===== src/hdl/ipr_pkg.sv =====
// package: constants for the internal-parameter conversion block with redundancy check
package ipr_pkg;
    // ****************************************************************
    // clock and timing
    // ****************************************************************
    localparam int unsigned CLK_MHZ = 100;
    localparam int unsigned PARAM_COUNT = 4;
    // total time in us for all four parameters, per filter mode 0..7
    // modes: 27kHz, 14kHz, 7kHz, 3kHz, 2kHz, 1kHz, 422Hz, 26Hz
    localparam int unsigned T4C_US [8] = '{742, 858, 1556, 2022, 2953, 4814, 8538, 134211};

    // ****************************************************************
    // register byte offsets
    // ****************************************************************
    localparam logic [7:0] OFS_CMD = 8'h00;
    localparam logic [7:0] OFS_CFG = 8'h04;
    localparam logic [7:0] OFS_STAT = 8'h08;
    localparam logic [7:0] OFS_SUM = 8'h0c;
    localparam logic [7:0] OFS_TEMP = 8'h10;
    localparam logic [7:0] OFS_VANA = 8'h14;
    localparam logic [7:0] OFS_VDIG = 8'h18;
    localparam logic [7:0] OFS_IRQ_STAT = 8'h1c;
    localparam logic [7:0] OFS_IRQ_MASK = 8'h20;

    // ****************************************************************
    // fields
    // ****************************************************************
    localparam int CMD_PLAIN_BIT = 0;
    localparam int CMD_RED_BIT = 1;
    localparam int CMD_MODE_LSB = 4;
    localparam int CFG_PATH_LSB = 0;
    localparam int CFG_FORCE_BIT = 2;
    localparam int IRQ_DONE_BIT = 0;
    localparam int IRQ_FAULT_BIT = 1;

    // ****************************************************************
    // values
    // ****************************************************************
    localparam logic [11:0] FAULT_UPPER = 12'hff0;
    localparam logic [15:0] RESULT_MAX = 16'hdfff;
    localparam logic [15:0] RESULT_RST = 16'h0000;
    localparam logic [1:0] PATH_AUTO = 2'h0;
    localparam logic [1:0] PATH_ADC1 = 2'h1;
    localparam logic [1:0] PATH_ADC2 = 2'h2;

    typedef enum logic [1:0] {
        IPR_IDLE = 2'b00,
        IPR_CONV = 2'b01,
        IPR_STORE = 2'b10
    } ipr_state_t;
endpackage


===== src/hdl/ipr_core.sv =====
// module: internal-parameter conversion sequencer with a spare filter for redundancy checking
//
// The address map and strobed register access were decided locally.
`timescale 1ns/1ps
// Summary of operation
// - one command converts stack sum, die temperature, analog and digital supply.
// - any of the eight filter modes may be chosen by the command.
// - total time for all four follows the per-mode table, e.g. 742 us.
// - stack sum code is a 16-bit conversion of top-to-bottom voltage over thirty.
// - stack sum code weighs 30 times 100 uV per bit.
// - die temperature code is 16 bits; degrees = code*100uV/7.6mV - 276.
// - analog supply in group A, digital supply in group B, 100 uV per bit.
// - redundant command takes exactly as long as the plain one.
// - each of three converters has a filter machine; a fourth serves redundancy.
// - the plain internal-parameter command never applies redundancy.
// - during redundancy the bitstream feeds primary and spare machines together.
// - results compared bit by bit at end; mismatch stores the fault code.
// - fault code upper twelve bits are 0xff0, outside 0x0000..0xdfff.
// - fault code low bits flag mismatching nibbles, bit 3 for bits 15-12.
// - a fault code never has its low four bits all zero.
// - only one converter is covered; path chosen automatically or by select.
// - while force-fail is set, every comparison reports a mismatch.
// - select 01 uses converter 1 checked; 10 and 11 use converters 2, 3 unchecked.
module ipr_core
    import ipr_pkg::*;
#(
    parameter int unsigned CYCLES_PER_US = CLK_MHZ
) (
    // clock and reset
    input wire logic clock,
    input wire logic sys_rst,
    // register port
    input wire logic [7:0] reg_addr,
    input wire logic [31:0] reg_wdata,
    input wire logic reg_wr,
    input wire logic reg_rd,
    output logic [31:0] reg_rdata,
    // modulator bitstreams of the three converters
    input wire logic [2:0] mod_bit,
    // interrupt
    output logic irq
);
    // ****************************************************************
    // registers
    // ****************************************************************
    ipr_state_t state_reg, state_next;
    logic [2:0] mode_reg;
    logic red_active_reg;
    logic [1:0] conv_adc_reg;
    logic [1:0] path_select_reg;
    logic force_fail_reg;
    logic [1:0] param_idx_reg;
    logic [31:0] slot_cnt_reg;
    logic [15:0] result_reg [PARAM_COUNT];
    logic [1:0] irq_stat_reg;
    logic [1:0] irq_mask_reg;
    logic [31:0] rdata_reg;
    logic [15:0] acc_reg [4];

    // ****************************************************************
    // register decode
    // ****************************************************************
    wire logic wr_cmd = reg_wr && (reg_addr == OFS_CMD);
    wire logic wr_cfg = reg_wr && (reg_addr == OFS_CFG);
    wire logic wr_irq_stat = reg_wr && (reg_addr == OFS_IRQ_STAT);
    wire logic wr_irq_mask = reg_wr && (reg_addr == OFS_IRQ_MASK);
    wire logic idle = (state_reg == IPR_IDLE);
    // a command while busy is dropped so a running sequence keeps its timing
    wire logic start_plain = wr_cmd && idle && reg_wdata[CMD_PLAIN_BIT];
    wire logic start_red = wr_cmd && idle && !reg_wdata[CMD_PLAIN_BIT]
                           && reg_wdata[CMD_RED_BIT];
    wire logic start = start_plain || start_red;
    wire logic [2:0] start_mode = reg_wdata[CMD_MODE_LSB +: 3];
    wire logic [1:0] path_now = path_select_reg;

    // path choice: auto and 01 use converter 1, 10 and 11 use converters 2 and 3
    wire logic path_checks = (path_now == PATH_AUTO) || (path_now == PATH_ADC1);
    wire logic [1:0] start_adc = path_checks ? 2'h0 :
                                 (path_now == PATH_ADC2) ? 2'h1 : 2'h2;
    // plain command never checks; redundant only on a checked path
    wire logic start_red_on = start_red && path_checks;

    // ****************************************************************
    // timing
    // ****************************************************************
    // four equal slots: the redundant command shares the plain timing
    wire logic [31:0] total_cycles = T4C_US[mode_reg] * CYCLES_PER_US;
    wire logic [31:0] slot_cycles_raw = total_cycles / PARAM_COUNT;
    wire logic [31:0] slot_cycles = (slot_cycles_raw == 32'h0) ? 32'h1 : slot_cycles_raw;
    wire logic slot_end = (state_reg == IPR_CONV) && (slot_cnt_reg == slot_cycles - 32'h1);
    wire logic last_param = (param_idx_reg == 2'(PARAM_COUNT - 1));

    // ****************************************************************
    // filter machines
    // ****************************************************************
    // the spare machine listens to the covered converter only when checking
    wire logic spare_bit = red_active_reg && mod_bit[conv_adc_reg];
    wire logic [3:0] machine_in = {spare_bit, mod_bit};

    genvar gi;
    generate
        for (gi = 0; gi < 4; gi++) begin : g_machine
            // ones counter stands in for the integrate and dump, clipped to the valid span
            always_ff @(posedge clock) begin
                if (sys_rst || start || slot_end) begin
                    acc_reg[gi] <= RESULT_RST;
                end else if (state_reg == IPR_CONV && machine_in[gi]
                             && acc_reg[gi] != RESULT_MAX) begin
                    acc_reg[gi] <= acc_reg[gi] + 16'h0001;
                end
            end
        end
    endgenerate

    // ****************************************************************
    // comparison and fault code
    // ****************************************************************
    wire logic [15:0] primary = acc_reg[conv_adc_reg];
    // forcing flips the spare's lowest bit, so the low nibble flag is always set
    wire logic [15:0] spare = acc_reg[3] ^ {15'h0, force_fail_reg};
    wire logic [15:0] diff = primary ^ spare;
    wire logic [3:0] nib_flag = {|diff[15:12], |diff[11:8], |diff[7:4], |diff[3:0]};
    // a fault is only declared with a flag set, so all-zero flags never appear
    wire logic mismatch = red_active_reg && (nib_flag != 4'h0);
    wire logic [15:0] fault_code = {FAULT_UPPER, nib_flag};
    wire logic [15:0] slot_result = mismatch ? fault_code : primary;

    // ****************************************************************
    // sequencer
    // ****************************************************************
    always_comb begin
        state_next = state_reg;
        case (state_reg)
            IPR_IDLE: begin
                if (start) begin
                    state_next = IPR_CONV;
                end
            end
            IPR_CONV: begin
                if (slot_end) begin
                    state_next = last_param ? IPR_STORE : IPR_CONV;
                end
            end
            IPR_STORE: begin
                state_next = IPR_IDLE;
            end
            default: begin
                state_next = IPR_IDLE;
            end
        endcase
    end

    always_ff @(posedge clock) begin
        if (sys_rst) begin
            state_reg <= IPR_IDLE;
        end else begin
            state_reg <= state_next;
        end
    end

    always_ff @(posedge clock) begin
        if (sys_rst) begin
            mode_reg <= 3'h0;
            red_active_reg <= 1'b0;
            conv_adc_reg <= 2'h0;
        end else if (start) begin
            mode_reg <= start_mode;
            red_active_reg <= start_red_on;
            conv_adc_reg <= start_adc;
        end
    end

    always_ff @(posedge clock) begin
        if (sys_rst || start || slot_end) begin
            slot_cnt_reg <= 32'h0;
        end else if (state_reg == IPR_CONV) begin
            slot_cnt_reg <= slot_cnt_reg + 32'h1;
        end
    end

    always_ff @(posedge clock) begin
        if (sys_rst || start) begin
            param_idx_reg <= 2'h0;
        end else if (slot_end) begin
            param_idx_reg <= param_idx_reg + 2'h1;
        end
    end

    // slot order: stack sum, die temperature, analog supply, digital supply
    // codes are stored raw; scaling (30x100uV, 100uV/7.6mV-276, 100uV) is software's
    always_ff @(posedge clock) begin
        if (sys_rst) begin
            for (int i = 0; i < PARAM_COUNT; i++) begin
                result_reg[i] <= RESULT_RST;
            end
        end else if (slot_end) begin
            result_reg[param_idx_reg] <= slot_result;
        end
    end

    // ****************************************************************
    // configuration
    // ****************************************************************
    always_ff @(posedge clock) begin
        if (sys_rst) begin
            path_select_reg <= PATH_AUTO;
            force_fail_reg <= 1'b0;
        end else if (wr_cfg) begin
            path_select_reg <= reg_wdata[CFG_PATH_LSB +: 2];
            force_fail_reg <= reg_wdata[CFG_FORCE_BIT];
        end
    end

    // ****************************************************************
    // interrupts
    // ****************************************************************
    wire logic ev_done = (state_reg == IPR_STORE);
    wire logic ev_fault = slot_end && mismatch;
    wire logic [1:0] ev_set = {ev_fault, ev_done};

    // set wins over a write-one clear in the same cycle
    always_ff @(posedge clock) begin
        if (sys_rst) begin
            irq_stat_reg <= 2'h0;
        end else begin
            irq_stat_reg <= (irq_stat_reg & ~(wr_irq_stat ? reg_wdata[1:0] : 2'h0)) | ev_set;
        end
    end

    always_ff @(posedge clock) begin
        if (sys_rst) begin
            irq_mask_reg <= 2'h0;
        end else if (wr_irq_mask) begin
            irq_mask_reg <= reg_wdata[1:0];
        end
    end

    assign irq = |(irq_stat_reg & irq_mask_reg);

    // ****************************************************************
    // read back
    // ****************************************************************
    logic [31:0] rd_mux;
    always_comb begin
        case (reg_addr)
            OFS_CMD: rd_mux = {25'h0, mode_reg, 4'h0};
            OFS_CFG: rd_mux = {29'h0, force_fail_reg, path_select_reg};
            OFS_STAT: rd_mux = {26'h0, conv_adc_reg, param_idx_reg, red_active_reg, !idle};
            OFS_SUM: rd_mux = {16'h0, result_reg[0]};
            OFS_TEMP: rd_mux = {16'h0, result_reg[1]};
            OFS_VANA: rd_mux = {16'h0, result_reg[2]};
            OFS_VDIG: rd_mux = {16'h0, result_reg[3]};
            OFS_IRQ_STAT: rd_mux = {30'h0, irq_stat_reg};
            OFS_IRQ_MASK: rd_mux = {30'h0, irq_mask_reg};
            default: rd_mux = 32'h0;
        endcase
    end

    // data valid only in the cycle after the strobe, zero otherwise
    always_ff @(posedge clock) begin
        if (sys_rst || !reg_rd) begin
            rdata_reg <= 32'h0;
        end else begin
            rdata_reg <= rd_mux;
        end
    end

    assign reg_rdata = rdata_reg;
endmodule


===== config.mk =====
export PLATFORM = sky130hd
export DESIGN_NAME = ipr_core
export DESIGN_NICKNAME = d
export VERILOG_FILES = /design/src/hdl/ipr_pkg.sv /design/src/hdl/ipr_core.sv
export SDC_FILE = /design/constraint.sdc
export NUM_CORES = 1
export LEC_CHECK = 0
export BUFFER_PORTS_ARGS = -buffer_cell sky130_fd_sc_hd__buf_2
export CELL_PAD_IN_SITES_DETAIL_PLACEMENT = 1
export CELL_PAD_IN_SITES_GLOBAL_PLACEMENT = 1
export CORE_MARGIN = 4
export CORE_UTILIZATION = 49
export DETAILED_ROUTE_END_ITERATION = 10
export GPL_TIMING_DRIVEN = 0
export PLACE_DENSITY_LB_ADDON = 0.1
export SYNTH_ARGS = -nofsm -noshare
export SYNTH_HDL_FRONTEND = slang
export SYNTH_SLANG_ARGS = --single-unit

===== constraint.sdc =====
create_clock -name clock -period 8.2 [get_ports clock]
set_input_delay 0.82 -clock clock [delete_from_list [all_inputs] [get_ports clock]]
set_output_delay 0.82 -clock clock [all_outputs]
set_load 0.01 [all_outputs]

==> results of run 1 <==
[tightest hold or removal path, stage by stage (launching register included)]
cell and delay, ns:
dfxtp_1 0.34, nand2_1 0.06, a21oi_1 0.05
[cell usage in the layout (no fill, tap or decap), types with 9 or more instances in the layout]
cell / count
and3_1: 33
nand2_1: 164
nand2b_1: 9
nor3_1: 48
dfxtp_1: 67
mux4_2: 16
o21ai_0: 20
a22oi_1: 11
xnor2_1: 79
or3_1: 10
buf_4: 17
ha_1: 55
and2_1: 11
conb_1: 17
nor3_2: 90
inv_1: 38
nand4_1: 24
a222oi_1: 16
nand3_1: 68
mux2i_1: 11
xor2_1: 47
nor2_1: 100
buf_2: 39
edfxtp_1: 128
clkbuf_1: 50
clkbuf_16: 17
buf_6: 13
a21oi_1: 48
[how the worst min path moves through the flow]
stage	slack, ns	depth (start not counted)	start	end
floorplan	0.45	2	irq_stat_reg[1]	irq_stat_reg[1]
global placement	0.47	1	state_reg[1]	state_reg[0]
detailed placement	0.48	2	irq_mask_reg[1]	irq_mask_reg[1]
CTS	0.50	2	irq_stat_reg[1]	irq_stat_reg[1]
global route	0.52	1	state_reg[1]	state_reg[0]
finish	0.50	2	path_now[0]	path_now[0]
[through the flow]
stage,hold slack (ns),instances,util (%)
global placement,0.474,1736,52.7
CTS,0.497,1768,55.1
finish,0.500,1766,55.1
global route,0.519,1766,55.1
floorplan,0.445,1365,-
detailed placement,0.485,1736,52.7
[cell type report]
class / instances / area [um^2] / share of cell area, %
multi-input cells: 1042 / 7430 / 51.3
flip-flops and latches: 195 / 5180 / 35.8
well taps: 335 / 419 / 2.89
repair buffers: 36 / 180 / 1.24
clock buffers: 17 / 425 / 2.94
inverters: 40 / 151 / 1.05
clock inverters: 15 / 203 / 1.40
plain buffers: 86 / 489 / 3.38
[power breakdown]
part / total (mW) / leakage [nW] / internal, mW / switching (mW)
registers: 1.09 / 1.86 / 1.06 / 0.0248
clock network: 0.890 / 0.298 / 0.421 / 0.469
logic: 0.0998 / 3.16 / 0.0336 / 0.0663
total: 2.08 / 5.32 / 1.52 / 0.560
[kinds of logic (layout without fill, tap and decap cells)]
kind of cell	Yosys count	count (layout)
simple gates	608	608
compound gates	198	198
flops	195	195
buf+inv	128	194
xor+xnor	127	127
fa+ha+maj	60	60
mux	32	32
other cells	1	17
[metal layers]
metal  share of wire, %  track usage (%)  wire length (um)  vias up
met4                2.0             6.73               803        0
met3                6.5             5.28              2600       61
li1                   -                -                 -     5080
met5                  0                0                 0        -
met1                 44             38.0             17900     5487
met2                 47             45.0             19000      353
==> summary.txt, run 1 <==
Timing
  • Worst setup margin: 0.646 ns
  • Setup violators final: 0
  • Hold violation total from the final report: 0
  • Clock Skew: 0.0225 ns
  • Worst slew pin tran: 1.15 ns
  • Relative slew margins: 22.7%
  • Setup repair after global routing missed its margin: false
  • Fin crit share: 92.1%
  • Max frequency: 0.132 GHz
  • Setup TNS: 0 ns
  • Min cycle time layout: 7.55 ns
  • Count of pins over their slew limit: 0

Power and ir drop
  • PD cells: 144 nW/um^2
  • Leakage: 5.32 nW
  • VDD IR-drop max: 183 uV
  • Total power: 2.08 mW

Logic synthesis
  • Post-synth ARST share: 0%
  • Adder-cell share of the synthesized area: 5.98%
  • Yosys reg bits: 195
  • Most used DFF post-synth: edfxtp_1
  • Synth cell count leaders: nand2_1 (164), edfxtp_1 (128), nor2_1 (100)
  • Post-synthesis compound-gate area fraction: 11.1%
  • Top-count cell post-synth: nand2_1
  • Synth Area in XOR/XNOR: 8.55%
  • Post-synth cell types: 96
  • Area leader, netlist: edfxtp_1
  • Multiplexer area fraction after synthesis: 4.02%
  • Synth warn: 0
  • Sequential element share of the synthesized area: 39.3%
  • Simple-gate share of the synthesized area: 26.0%
  • Largest family of logic cells by synthesized area: simple AND/OR/NAND/NOR gates
  • Largest cells by area after synthesis: edfxtp_1 (29%), dfxtp_1 (10%), nor3_2 (6.8%)
  • Post-synth EDFFs: 128
  • Syn avg cell area: 9.77 um^2
  • Synthesized area: 13200 um^2
  • Top-area cell type share of the netlist area: 29.2%
  • Mapped Cells: 1349

Worst setup path
  • WP data required: 8.30 ns
  • Worst R2R Path Depth: 24
  • Worst R2R Start: mode_reg[0]
  • Startpoint types: flop
  • R2r endpoint: result_reg[0][14]
  • Worst setup path end: result_reg[0][14]
  • Number of buffer and inverter stages on the critical path: 7
  • Critical path origin: mode_reg[0]
  • Worst endpoint data arrival time: 7.65 ns
  • CP max stage cell: dfxtp_1
  • Endpoint type of the worst setup path: flop
  • Worst-path cell chain: clkbuf_2 > inv_1 > ha_1 > buf_2 > nand2b_1 > nand2_1 > inv_1 > ha_1 > ha_1 > fa_1 > ha_1 > clkbuf_1 > nand2_1 > o211ai_1 > nand2_1 > and3_1 > nor4b_1 > and3_1 > a21oi_1 > o21ai_2 > and3_1 > buf_2 > buf_4 > a21o_2
  • Most used cell, CP: ha_1
  • Worst path depth: 24
  • Family with the most delay on the worst path: simple AND/OR/NAND/NOR gates
  • Register-to-register setup slack: 0.65 ns
  • CP max stage delay: 0.59 ns
  • Critical path class: flop to flop
  • CP max FO: 16

Routing
  • Initial drt markers: 1018
  • Wire per inst: 22.8 um
  • TritonRoute pass-1 iters: 6
  • Final WL: 40300 um
  • Vias: 11000
  • ANT nets after route: 0
  • DR DRC count: 0
  • Via/cell ratio: 6.22

Place
  • Worst slack, placed: 0.173 ns
  • Hpwl dp: 29800 um
  • Placed cell area: 13800 um^2
  • RePlAce Congestion: 0.927
  • Port-buffer cells: 36

Clocking
  • CTS Hold Bufs: 0
  • Resize count post-CTS: 0
  • CTS tree: yes
  • Worst-Skew Late Latency: 0.46 ns
  • Clk buf depth: 2
  • TritonCTS Buffers: 17
  • Reg clk slew, reported paths: 0.08 ns
  • Setup Buffers After CTS: 0
  • Clock Sinks: 195
  • CTS H-tree depth: 4
  • Root Buffer: clkbuf_16

Flow run
  • Max Cap Viol: 0

Final layout
  • Fill count: 2988
  • Area delta synth->final: 9.87%
  • Ratio of cells with drive above 1 in the final layout: 16.5%
  • Ant diodes: 0
  • Design Area, Final: 14500 um^2
  • Nets: 1525

Min path
  • Worst hold path type: flop to flop

Global routing
  • Total congestion overflow: 0
  • First-pass GRT wire length: 63400 um
  • Initial antenna violation count: 0
  • Vias in the first global route: 11200
  • Total Routing Usage GR: 27.5%
  • Largest net degree at the start of global routing: 23

Status
  • Outcome: finished, final reports clean

Floorplan
  • Die area: 29600 um^2
  • Initial Util: 50.2%
  • Row count: 59
  • Die Width: 172 um
  • I/O pin count: 80
  • CORE AREA: 26300 um^2
  • Die height: 172 um
No activity file was read; power rests on OpenSTA's default activity.
==> run 2, diff against run 1 <==
CORE_UTILIZATION = 35   (was 49)
==> run 2 against run 1 <==
Power fell by 1.4%. Cell area rose by 1.5%. Non-clock buffer count rose by 3. Count of clock-buffer cells in the layout rose by 1.
==> summary.txt, run 2 (same netlist as run 1, synthesis figures left out) <==
Clocking
  • Worst-Skew Late Latency: 0.46 ns
  • CTS H-tree depth: 4
  • CTS Hold Bufs: 0
  • CTS tree: yes
  • TritonCTS Buffers: 17
  • Clock Sinks: 195
  • Root Buffer: clkbuf_16
  • Reg clk slew, reported paths: 0.08 ns
  • Clk buf depth: 2

Power and ir drop
  • Sequential share of power: 53.1%
  • Clk pwr share: 42.1%
  • Combinational Power Share: 4.8%
  • VDD IR-drop max: 158 uV
  • Sw Pwr: 0.532 mW
  • Switching share of power: 26.0%
  • Int Pwr: 1.52 mW
  • Total power: 2.05 mW
  • Leakage: 5.33 nW
  • PD cells: 139 nW/um^2

Timing
  • Worst slew pin tran: 1.08 ns
  • Clock Skew: 0.0193 ns
  • Worst setup margin: 0.528 ns
  • Setup violators final: 0
  • Max frequency: 0.130 GHz
  • Final hold slack: 0.491 ns
  • Setup repair after global routing missed its margin: false
  • Fin crit share: 93.6%
  • Relative slew margins: 27.6%
  • Hold violation total from the final report: 0
  • Min cycle time layout: 7.67 ns
  • Count of pins over their slew limit: 0

Place
  • Port-buffer cells: 36
  • Placed insts: 1905
  • Worst slack, placed: -0.115 ns
  • RePlAce Congestion: 0.849
  • Hpwl dp: 31300 um

Global routing
  • Initial antenna violation count: 0
  • Largest net degree at the start of global routing: 21
  • First-pass GRT wire length: 64500 um
  • Vias in the first global route: 10800
  • Total Routing Usage GR: 20.0%
  • Total congestion overflow: 0

Final layout
  • Fill count: 4157
  • Final Util: 39.9%
  • Ratio of cells with drive above 1 in the final layout: 16.8%
  • Ant diodes: 0
  • Post-route insts no fill: 1938
  • Multi-input logic area: 7450 um^2
  • Most frequent cells in the layout: nand2_1 (164), edfxtp_1 (128), nor2_1 (100)
  • Register Area: 5180 um^2
  • Area delta synth->final: 11.5%
  • Commonest non-fill, non-tap cell in the layout: nand2_1
  • Nets: 1528

Floorplan
  • Die Width: 202 um
  • Row count: 70
  • Initial Util: 35.7%
  • Die height: 202 um
  • I/O pin count: 80
  • CORE AREA: 36900 um^2
  • Die area: 40800 um^2

Routing
  • TritonRoute pass-1 iters: 5
  • Final WL: 41000 um
  • Wire per inst: 21.2 um
  • ANT nets after route: 0
  • Initial drt markers: 632
  • DR DRC count: 0
  • Via/cell ratio: 5.49
  • Vias: 10600

Worst setup path
  • Worst endpoint data arrival time: 7.81 ns
  • Startpoint types: flop
  • WP data required: 8.34 ns
  • Most used cell, CP: ha_1
  • CP max stage cell: or3_2
  • CP max stage delay: 0.71 ns
  • Endpoint type of the worst setup path: flop
  • Worst-path cell chain: buf_2 > buf_1 > clkbuf_1 > nand2b_1 > nand2_1 > ha_1 > ha_1 > fa_1 > ha_1 > clkbuf_1 > a21oi_1 > o21ai_1 > a211o_1 > or3_1 > a22oi_4 > nand2_1 > a41oi_1 > a21oi_2 > and3_1 > buf_2 > buf_6 > or3_2
  • CP max FO: 16
  • Critical path class: flop to flop

Flow run
  • Max Cap Viol: 0

Min path
  • Worst hold path type: flop to flop

Status
  • Outcome: finished, final reports clean
## run 2: power by group through the flow
| stage | clock network, mW | registers [mW] | logic (mW) |
|---|---|---|---|
| final | 0.862 | 1.09 | 0.0985 |
| after global placement | 0 | 1.11 | 0.0968 |
| after floorplan | 0 | 1.10 | 0.0681 |
| after global routing | 0.923 | 1.09 | 0.109 |
| after CTS | 0.882 | 1.09 | 0.0983 |
| after detailed placement | 0 | 1.11 | 0.0977 |
## run 2: layout make-up
type / count / share of cell area (%)
buffer: 87 / 3.35
clock buffer: 18 / 2.99
clock inverter: 14 / 1.09
inverter: 40 / 1.03
multi-input combinational: 1042 / 50.7
sequential: 195 / 35.3
tap: 504 / 4.29
timing repair buffer: 38 / 1.33
## run 2: worst max-delay path: cells and delay by family (launching register included)
family / cells / cell delay, ns
simple gates: 6 / 1.88
fa+ha+maj: 4 / 1.42
compound gates: 6 / 1.71
flops: 1 / 0.59
buf+inv: 6 / 1.75
## run 2: path summary, 6_finish.rpt
check | slack [ns] | cells after the start | end | startpoint
max | 0.53 | 22 | acc_reg[2][11] | mode_reg[2]
min | 0.49 | 1 | state_reg[0] | state_reg[1]
max reg2reg | 0.53 | 22 | acc_reg[2][11] | mode_reg[2]
min reg2reg | 0.49 | 1 | state_reg[0] | state_reg[1]
## run 2: layer usage
metal / routed length (um) / share of wire (%) / track usage [%] / vias up
li1: - / - / - / 5074
met1: 20300 / 49 / 29.6 / 5317
met2: 18500 / 45 / 31.1 / 222
met3: 1700 / 4.1 / 2.97 / 32
met4: 602 / 1.5 / 4.44 / 0
met5: 0 / 0 / 0 / -
## run 2: metrics by stage
stage                     instance area [um^2]  TNS (ns)
after floorplan                          13200         0
after global placement                   14100         0
after detailed placement                 14100     -3.42
after CTS                                14700         0
after global routing                     14700         0
final                                    14700         0
## run 2: what timing repair did
item | 4_1_cts | 5_1_grt
buffers inserted | 0 | 2
hold endpoints to repair | 0 | 0
pin swaps | 0 | 1
gates resized for setup | 3 | 11
setup endpoints to repair | 61 | 129
